File: src/design/mmc_pkg.sv
// Constants, field layout and bus carrier types for the multicast mask edit port.
// Assumes a single register clock and an AHB-Lite master with 32-bit data.
package mmc_pkg;

   // ------------------------------------------------------------
   // Register map
   // ------------------------------------------------------------
   localparam logic [31:0] MMC_EDIT_OFFSET = 32'h0000_0080;
   localparam logic [31:0] MMC_EDIT_RESET  = 32'h0000_0000;

   // ------------------------------------------------------------
   // Field positions (LSB-zero numbering of the bus word)
   // ------------------------------------------------------------
   localparam int MMC_MASK_LSB = 16;
   localparam int MMC_MASK_W   = 3;
   localparam int MMC_PORT_LSB = 8;
   localparam int MMC_PORT_W   = 4;
   localparam int MMC_CMD_LSB  = 4;
   localparam int MMC_CMD_W    = 3;
   localparam int MMC_FLAG_BIT = 0;

   // ------------------------------------------------------------
   // Edit commands
   // ------------------------------------------------------------
   typedef enum logic [MMC_CMD_W-1:0] {
      MMC_CMD_QUERY   = 3'h0,
      MMC_CMD_ADD     = 3'h1,
      MMC_CMD_DEL     = 3'h2,
      MMC_CMD_CLR_ALL = 3'h4,
      MMC_CMD_SET_ALL = 3'h5
   } mmc_cmd_t;

   // ------------------------------------------------------------
   // AHB-Lite encodings
   // ------------------------------------------------------------
   localparam logic [1:0] MMC_HTRANS_NONSEQ = 2'h2;
   localparam logic       MMC_HRESP_OKAY    = 1'h0;

   typedef struct packed {
      logic wr;
      logic rd;
      logic hit;
   } mmc_aphase_t;

   localparam mmc_aphase_t MMC_APHASE_IDLE = '{wr: 1'h0, rd: 1'h0, hit: 1'h0};

endpackage

File: src/design/mmc_mask_cfg.sv
// Multicast mask edit port: an AHB-Lite slave holding one register that edits and
// queries a table of multicast masks, each a set of egress ports.
// Assumes the single slave's hreadyout is fed back as hready; one clock, sync reset.
//
// Operation
// - Three-bit mask index selects which mask is edited or queried.
// - Four-bit egress port field names the one port added or removed.
// - Add-all and delete-all commands ignore the egress port field.
// - Query setup command records index and port only; no mask changes.
// - Add command sets the named port bit in the selected mask only.
// - Delete command clears the named port bit in the selected mask only.
// - Delete-all command empties the selected mask.
// - Add-all command sets every port bit of the selected mask.
// - Read-only flag shows membership of last queried port in queried mask.
// - Command, index and port fields read back their last written values.
// - Edits are taken whether or not the mask is bound to an ID.
// - Masks drive replication only after a separate binding step elsewhere.
`timescale 1ns/1ps
module mmc_mask_cfg
   import mmc_pkg::*;
#(
   parameter int NUM_MASKS = 8,
   parameter int NUM_PORTS = 16
) (
   input  wire  logic                                  clk,       // Register clock, 125 MHz.
   input  wire  logic                                  rst,       // Synchronous reset, active high.
   input  wire  logic                                  hsel,      // Slave select.
   input  wire  logic [31:0]                           haddr,     // Byte address.
   input  wire  logic [1:0]                            htrans,    // Transfer type.
   input  wire  logic                                  hwrite,    // Write when high.
   input  wire  logic [2:0]                            hsize,     // Transfer size.
   input  wire  logic [31:0]                           hwdata,    // Write data.
   input  wire  logic                                  hready,    // Bus ready.
   output logic       [31:0]                           hrdata,    // Read data.
   output logic                                        hreadyout, // Slave ready.
   output logic                                        hresp,     // Response, always OKAY.
   output logic       [NUM_MASKS-1:0][NUM_PORTS-1:0]   maskTable  // Mask contents for the group table.
);
   import mmc_pkg::*;

   // ------------------------------------------------------------
   // Address phase capture
   // ------------------------------------------------------------
   mmc_aphase_t aphFf;
   mmc_aphase_t nxt_aph;
   logic        take;

   always_comb begin
      take    = hsel && hready && (htrans == MMC_HTRANS_NONSEQ);
      nxt_aph = MMC_APHASE_IDLE;
      if (take) begin
         nxt_aph.wr  = hwrite;
         nxt_aph.rd  = !hwrite;
         nxt_aph.hit = (haddr[31:2] == MMC_EDIT_OFFSET[31:2]);
      end
   end

   always_ff @(posedge clk) begin
      if (rst) begin
         aphFf <= MMC_APHASE_IDLE;
      end else begin
         aphFf <= nxt_aph;
      end
   end

   // ------------------------------------------------------------
   // Edit register and mask table
   // ------------------------------------------------------------
   logic [MMC_MASK_W-1:0]               maskIdxFf, nxt_maskIdx;
   logic [MMC_PORT_W-1:0]               portIdxFf, nxt_portIdx;
   logic [MMC_CMD_W-1:0]                cmdFf,     nxt_cmd;
   logic [MMC_MASK_W-1:0]               qMaskFf,   nxt_qMask;
   logic [MMC_PORT_W-1:0]               qPortFf,   nxt_qPort;
   logic [NUM_MASKS-1:0][NUM_PORTS-1:0] maskFf,    nxt_mask;
   logic                                wrEn;
   logic [MMC_MASK_W-1:0]               wIdx;
   logic [MMC_PORT_W-1:0]               wPort;
   logic [MMC_CMD_W-1:0]                wCmd;

   // An unmapped write is dropped here; it still completes OKAY on the bus.
   always_comb begin
      wrEn        = aphFf.wr && aphFf.hit;
      wIdx        = hwdata[MMC_MASK_LSB +: MMC_MASK_W];
      wPort       = hwdata[MMC_PORT_LSB +: MMC_PORT_W];
      wCmd        = hwdata[MMC_CMD_LSB  +: MMC_CMD_W];
      nxt_maskIdx = maskIdxFf;
      nxt_portIdx = portIdxFf;
      nxt_cmd     = cmdFf;
      nxt_qMask   = qMaskFf;
      nxt_qPort   = qPortFf;
      nxt_mask    = maskFf;
      // No binding state gates the edit: bound masks change in place.
      if (wrEn) begin
         nxt_maskIdx = wIdx;
         nxt_portIdx = wPort;
         nxt_cmd     = wCmd;
         case (wCmd)
            MMC_CMD_QUERY: begin
               nxt_qMask = wIdx;
               nxt_qPort = wPort;
            end
            MMC_CMD_ADD: begin
               nxt_mask[wIdx][wPort] = 1'h1;
            end
            MMC_CMD_DEL: begin
               nxt_mask[wIdx][wPort] = 1'h0;
            end
            MMC_CMD_CLR_ALL: begin
               nxt_mask[wIdx] = '0;
            end
            MMC_CMD_SET_ALL: begin
               nxt_mask[wIdx] = '1;
            end
            default: begin
               nxt_mask = maskFf;
            end
         endcase
      end
   end

   always_ff @(posedge clk) begin
      if (rst) begin
         maskIdxFf <= MMC_EDIT_RESET[MMC_MASK_LSB +: MMC_MASK_W];
         portIdxFf <= MMC_EDIT_RESET[MMC_PORT_LSB +: MMC_PORT_W];
         cmdFf     <= MMC_EDIT_RESET[MMC_CMD_LSB  +: MMC_CMD_W];
         qMaskFf   <= MMC_EDIT_RESET[MMC_MASK_LSB +: MMC_MASK_W];
         qPortFf   <= MMC_EDIT_RESET[MMC_PORT_LSB +: MMC_PORT_W];
         maskFf    <= '0;
      end else begin
         maskIdxFf <= nxt_maskIdx;
         portIdxFf <= nxt_portIdx;
         cmdFf     <= nxt_cmd;
         qMaskFf   <= nxt_qMask;
         qPortFf   <= nxt_qPort;
         maskFf    <= nxt_mask;
      end
   end

   // ------------------------------------------------------------
   // Read path and outputs
   // ------------------------------------------------------------
   logic [31:0] readWord;

   // The flag follows the live table, so a later edit to the queried mask shows at once.
   always_comb begin
      readWord                                = MMC_EDIT_RESET;
      readWord[MMC_MASK_LSB +: MMC_MASK_W]    = maskIdxFf;
      readWord[MMC_PORT_LSB +: MMC_PORT_W]    = portIdxFf;
      readWord[MMC_CMD_LSB  +: MMC_CMD_W]     = cmdFf;
      readWord[MMC_FLAG_BIT]                  = maskFf[qMaskFf][qPortFf];
      hrdata    = (aphFf.rd && aphFf.hit) ? readWord : 32'h0000_0000;
      hreadyout = 1'h1;
      hresp     = MMC_HRESP_OKAY;
      maskTable = maskFf;
   end

   // ------------------------------------------------------------
   // Reach of each edit, recorded fields and quiet cycles
   // ------------------------------------------------------------
   // Ones mark the bits an edit of the recorded index and port may touch, and the readable fields.
   logic [31:0]                         usedBits;
   logic [NUM_MASKS-1:0][NUM_PORTS-1:0] maskSel;
   logic [NUM_MASKS-1:0][NUM_PORTS-1:0] portSel;

   always_comb begin
      usedBits                             = '0;
      usedBits[MMC_MASK_LSB +: MMC_MASK_W] = '1;
      usedBits[MMC_PORT_LSB +: MMC_PORT_W] = '1;
      usedBits[MMC_CMD_LSB  +: MMC_CMD_W]  = '1;
      usedBits[MMC_FLAG_BIT]               = 1'h1;
      maskSel                              = '0;
      maskSel[maskIdxFf]                   = '1;
      portSel                              = '0;
      portSel[maskIdxFf][portIdxFf]        = 1'h1;
   end
endmodule

File: config.mk
export PLATFORM = sky130hd
export DESIGN_NAME = mmc_mask_cfg
export DESIGN_NICKNAME = d
export VERILOG_FILES = /design/src/design/mmc_pkg.sv /design/src/design/mmc_mask_cfg.sv
export SDC_FILE = /design/constraint.sdc
export NUM_CORES = 1
export LEC_CHECK = 0
export CORE_MARGIN = 3
export CORE_UTILIZATION = 55
export CTS_BUF_LIST = sky130_fd_sc_hd__clkbuf_8
export CTS_CLUSTER_SIZE = 8
export DETAILED_ROUTE_END_ITERATION = 10
export DONT_BUFFER_PORTS = 1
export GPL_TIMING_DRIVEN = 0
export HOLD_SLACK_MARGIN = 0.05
export PLACE_DENSITY = 0.82
export SLEW_MARGIN = 20
export SYNTH_ARGS = -nofsm -noshare
export SYNTH_HDL_FRONTEND = slang
export SYNTH_SLANG_ARGS = --single-unit
File: constraint.sdc
create_clock -name clk -period 2.5 [get_ports clk]
set_clock_uncertainty 0.15 [all_clocks]
set_input_delay 0.25 -clock clk [delete_from_list [all_inputs] [get_ports clk]]
set_output_delay 0.25 -clock clk [all_outputs]
set_load 0.02 [all_outputs]
; Word-level counts from Yosys, hierarchy flattened
; Cells that the tools add are included.
[op_classes]
mul = 0
div_mod_pow = 0
shift = 0
mux = 12
reduce_logical = 12
bitwise_logic = 7
addsub = 0
eq_ne = 6
order_cmp = 6
[ops]
columns = cell, n
row1 = 128-bit case mux with 4 select lines, 1
row2 = 128-bit AND, 2
row3 = 128-bit inverter, 2
row4 = 128-bit bitwise OR, 2
row5 = 16-bit demux with 3-bit select, 2
row6 = 16-bit binary-select mux with 3-bit select, 1
row7 = 16-bit 2-to-1 mux, 3
row8 = "30-bit by 6-bit == test with 1-bit output, second input constant", 1
row9 = 19-bit 2-to-1 mux, 1
row10 = "4-bit by 5-bit < comparator with 1-bit output, second input constant", 2
row11 = "3-bit by 4-bit < comparator with 1-bit output, second input constant", 2
row12 = "3-bit == test, second input constant", 2
row13 = 1-bit logical AND, 6
row14 = 1-bit binary-select mux with 4-bit select, 1
row15 = 1-bit demux with 4-bit select, 1
row16 = "4-bit by 1-bit >= comparator with 1-bit output, second input constant", 1
row17 = 2-bit AND reduction, 2
row18 = 4-bit nonzero test, 1
row19 = "3-bit by 1-bit == test with 1-bit output, second input constant", 1
row20 = "3-bit by 2-bit == test with 1-bit output, second input constant", 1
row21 = "3-bit by 1-bit >= comparator with 1-bit output, second input constant", 1
row22 = 3-bit zero test, 1
row23 = "2-bit == test, second input constant", 1
row24 = 1-bit 2-to-1 mux, 2
row25 = 3 further kinds, 3
[totals]
reg_bits = 148
in_bits = 74
latch_bits = 0
word_cells = 59
ram_bits = 0
rom_bits = 0
out_inout_bits = 162
mem_count = 0

; Logic depth before layout (Yosys ltp)
[logic_depth]
word_depth = 9
ltp_mapped = 9
depth_no_buf = 6

; Worst setup path before layout
; No wires, ideal clock.
[synth_timing]
path_type = flip-flop to output port
startpoint = register qMaskFf[0]
endpoint = output hrdata[0]
path_slack_ns = 0.360
required_time_ns = 2.100
path_stages_with_launch = 8
t_arrival_ns = 1.740
n_path_buf = 1
path_cell_list = dfxtp_1 buf_6 mux4_1 mux2i_1 a21oi_1 o211ai_1 nor4_1 o21bai_1
[synth_via]
elab_chain_len = 5
[synth_lines]
columns = item, line
row1 = from (decl), mmc_mask_cfg.sv:72  ; logic [MMC_MASK_W-1:0] qMaskFf, nxt_qMask;
row2 = from (signal assigned), mmc_mask_cfg.sv:126  ; qMaskFf <= MMC_EDIT_RESET[MMC_MASK_LSB +: MMC_MASK_W];
row3 = from (signal assigned), mmc_mask_cfg.sv:133  ; qMaskFf <= nxt_qMask;
row4 = 16-bit binary-select mux with 3-bit select, mmc_mask_cfg.sv:150  ; readWord[MMC_FLAG_BIT] = maskFf[qMaskFf][qPortFf];
row5 = 16-bit 2-to-1 mux (implied by the code), mmc_mask_cfg.sv:150
row6 = 1-bit binary-select mux with 4-bit select, mmc_mask_cfg.sv:150
row7 = 1-bit 2-to-1 mux (implied by the code), mmc_mask_cfg.sv:150
row8 = 19-bit 2-to-1 mux, mmc_mask_cfg.sv:151  ; hrdata = (aphFf.rd && aphFf.hit) ? readWord : 32'h0000_0000;
row9 = to (decl), mmc_mask_cfg.sv:34  ; output logic [31:0] hrdata,
; Every way passes these cells. The select of a mux whose other input is x is not followed.

; Worst setup path in the final report
[layout_timing]
startpoint = register qMaskFf[1]
endpoint = output hrdata[0]
; Same word-level chain as after synthesis.

==> flow_metrics.env <==
export IMPL_status="finished, violations left"
export IMPL_violations="negative setup slack"
export IMPL_dp_cells=1155
export IMPL_synth_edf_count=0
export IMPL_initial_core_util_pct=56.37
export IMPL_yosysTopAreaCell="dfxtp_1"
export IMPL_max_clock_freq_mhz=342.8
export IMPL_cts_tree="yes"
export IMPL_ys_ff_latch=148
export IMPL_die_w_um=125.5
export IMPL_syn_inst=954
export IMPL_synthTopCellsByArea="dfxtp_1 38%, a21oi_1 11%, a211oi_1 9.5%, o21ai_0 6.2%, nand2_1 4.8%"
export IMPL_async_reset_ff_share_pct=0
export IMPL_die_area_mm2=0.01575
export IMPL_ys_seq_area_share_pct=37.72
export IMPL_ir_drop_mv=0.3500
export IMPL_hpwl_um=21950
export IMPL_fin_nets=1086
export IMPL_power_density_mw_per_mm2=536.4
export IMPL_syn2layout_area_growth_pct=13.79
export IMPL_cp_required_ns=2.10
export IMPL_synth_ff_type="dfxtp_1"
export IMPL_path_cells="buf_6 -> buf_12 -> mux2_2 -> a221oi_1 -> nand4_1 -> o211ai_1 -> nor4_1 -> o21bai_4"
export IMPL_worstHoldPathType="in -> reg"
export IMPL_groute_usage_overall_pct=36.39
export IMPL_antenna_found_initial=0
export IMPL_yosys_warnings=0
export IMPL_max_slew_margin_pct=45.71
export IMPL_max_cap_violations=0
export IMPL_worst_pin_slew_ns=0.8144
export IMPL_top_level_ports=236
export IMPL_ant_nets=0
export IMPL_synth_top_area_share_pct=37.72
export IMPL_synth_cell_types=45
export IMPL_worst_setup_path_end_kind="output port"
export IMPL_slew_viol_final=0
export IMPL_drive_gt1_share_pct=14.83
export IMPL_rsz0062_at_grt="yes"
export IMPL_max_stage_delay_ns=0.49
export IMPL_grt_pass1_vias=7709
export IMPL_worst_path_max_fanout=10
export IMPL_cp_num_buf_inv=2
export IMPL_cts_path_max_buffers=2
export IMPL_avgSynthCellArea_um2=8.234
export IMPL_row_count=43
export IMPL_viasPerCell=6.982
export IMPL_crit_path_start_kind="register"
export IMPL_postPlaceCellArea_mm2=0.008159
export IMPL_final_cells=1205
export IMPL_routed_wirelength_um=30040
export IMPL_grt_pass1_wl_um=44850
export IMPL_fin_area_mm2=0.008939
export IMPL_fin_ws_ns=-0.4168
export IMPL_cts_htree_levels=4
export IMPL_min_period_ns=2.917
export IMPL_gp_congestion=1.031
export IMPL_clkLatencyLatePin_ns=0.47
export IMPL_root_buffer="clkbuf_8"
export IMPL_grt_max_degree=17
export IMPL_crit_family="compound AO/OA/AOI/OAI gates"
export IMPL_wire_per_inst_um=24.93
export IMPL_crit_slowest_cell="a221oi_1"
export IMPL_critPathArrivalTime_ns=2.52
export IMPL_finalSetupTns_ns=-0.4168
export IMPL_power_leakage_nw=2.971
export IMPL_cts_sinks=148
export IMPL_worstSetupPathType="reg -> out"
export IMPL_die_h_um=125.5
export IMPL_drt_iter0_drc=1267
export IMPL_antenna_cells=0
export IMPL_layout_worst_path_cycle_share_pct=116.7
export IMPL_core_area_mm2=0.01393
export IMPL_io_buffers=0
export IMPL_grt_overflow=0
export IMPL_hold_viol=0
export IMPL_first_pass_iters=8
export IMPL_cts_buffers=17
export IMPL_setup_viol=1
export IMPL_netlist_area_mm2=0.007855
export IMPL_vias=8413
export IMPL_drcViolationCount=0
export IMPL_clk_pin_slew_worst_paths_ns=0.09
worst reg2reg max path, stage by stage (launching register included):
cell and delay [ns]:
dfxtp_1 0.41, nand2_1 0.10, nor2_2 0.15, nand2_1 0.23, nor2_1 0.51, buf_2 0.36, a21oi_1 0.13, a211oi_1 0.27
cell usage after synthesis (2+ instances only):
master / number
mux4_1: 10
a22oi_1: 6
and3_1: 13
conb_1: 2
nor4_1: 8
a221oi_1: 2
nand2_1: 101
mux2i_1: 24
nand2b_1: 6
clkbuf_2: 3
nor3_1: 41
clkbuf_1: 43
nand3b_1: 4
buf_2: 26
nor2_1: 37
mux4_2: 12
nand4b_1: 2
nor3b_2: 2
buf_6: 4
nor2b_1: 8
buf_4: 28
or2_2: 2
dfxtp_1: 148
o21ai_0: 97
and2_1: 2
nand4_1: 7
mux2_2: 9
a211oi_1: 99
a21oi_1: 176
nand3_1: 16
buf_1: 2
cell families after synthesis:
| kind of cell | synth area share [%] |
|---|---|
| simple gates | 15.36 |
| flops | 37.72 |
| buf+inv | 7.391 |
| other cells | 0.09561 |
| mux | 11.13 |
| compound gates | 28.31 |
cells in the final DEF (no fill, tap or decap), types with 12 or more instances in the layout:
| cell | n |
|---|---|
| a211oi_1 | 98 |
| a21oi_1 | 174 |
| and3_1 | 13 |
| buf_2 | 25 |
| buf_4 | 32 |
| clkbuf_1 | 42 |
| clkbuf_8 | 17 |
| conb_1 | 23 |
| dfxtp_1 | 146 |
| dlygate4sd3_1 | 12 |
| mux2i_1 | 22 |
| mux4_2 | 18 |
| nand2_1 | 99 |
| nand3_1 | 16 |
| nor2_1 | 36 |
| nor3_1 | 40 |
| o21ai_0 | 97 |
layer usage:
metal	vias up	global-route usage, %	share of wire [%]
met2	776	53.52	43
met4	0	16.45	5.0
li1	3628	-	-
met3	157	12.86	17
met1	3852	48.26	36
met5	-	0	0
area by class of cell:
cell class | count | area [um^2]
timing repair buffer | 19 | 185.2
tap | 180 | 225.2
clock buffer | 17 | 234.0
inverter | 1 | 3.754
sequential | 148 | 2968
buffer | 106 | 634.4
multi-input combinational | 719 | 4476
clock inverter | 15 | 212.7
fill | 1228 | 4996
power breakdown:
part | internal (mW) | switching (mW) | total (mW)
combinational | 0.0724 | 0.232 | 0.304
sequential | 2.35 | 0.000222 | 2.35
clock | 1.18 | 0.959 | 2.14
sequential cells by signal (all words and copies together), names as in the netlist:
register and cells:
maskTable 128, portIdxFf 4, qPortFf 4, aphFf 3
cmdFf 3, maskIdxFf 3, qMaskFf 3
per-stage QoR:
step / power (mW) / utilization (%) / hold WS, ns / worst slack, ns
finish: 4.794 / 64.15 / 0.06736 / -0.4168
global route: 4.890 / 64.15 / 0.1070 / -0.4594
CTS: 4.765 / 63.49 / 0.05914 / -0.3234
detailed placement: 2.684 / 58.55 / 0.1789 / -0.1914
global placement: 2.681 / 58.55 / 0.1799 / -0.1677
floorplan: 2.605 / - / 0.1724 / 0.3600
worst paths after layout:
check                   from       endpoint  slack [ns]  depth (start not counted)
setup / recovery  qMaskFf[1]      hrdata[0]       -0.42                          8
hold / removal     hwdata[8]   portIdxFf[0]        0.07                          3
setup reg to reg    aphFf[0]  maskTable[25]        0.10                          7
hold reg to reg     cmdFf[0]       cmdFf[0]        0.31                          2
timing repair:
action / 4_1_cts / 5_1_grt
resized for setup: 31 / 16
endpoints found under the setup margin: 1 / 11
hold endpoints to repair: 9 / 0
pin swaps: 4 / 7
setup buffers: 2 / 5
hold buffers: 12 / 0
Power figures use the tool's default switching activity.
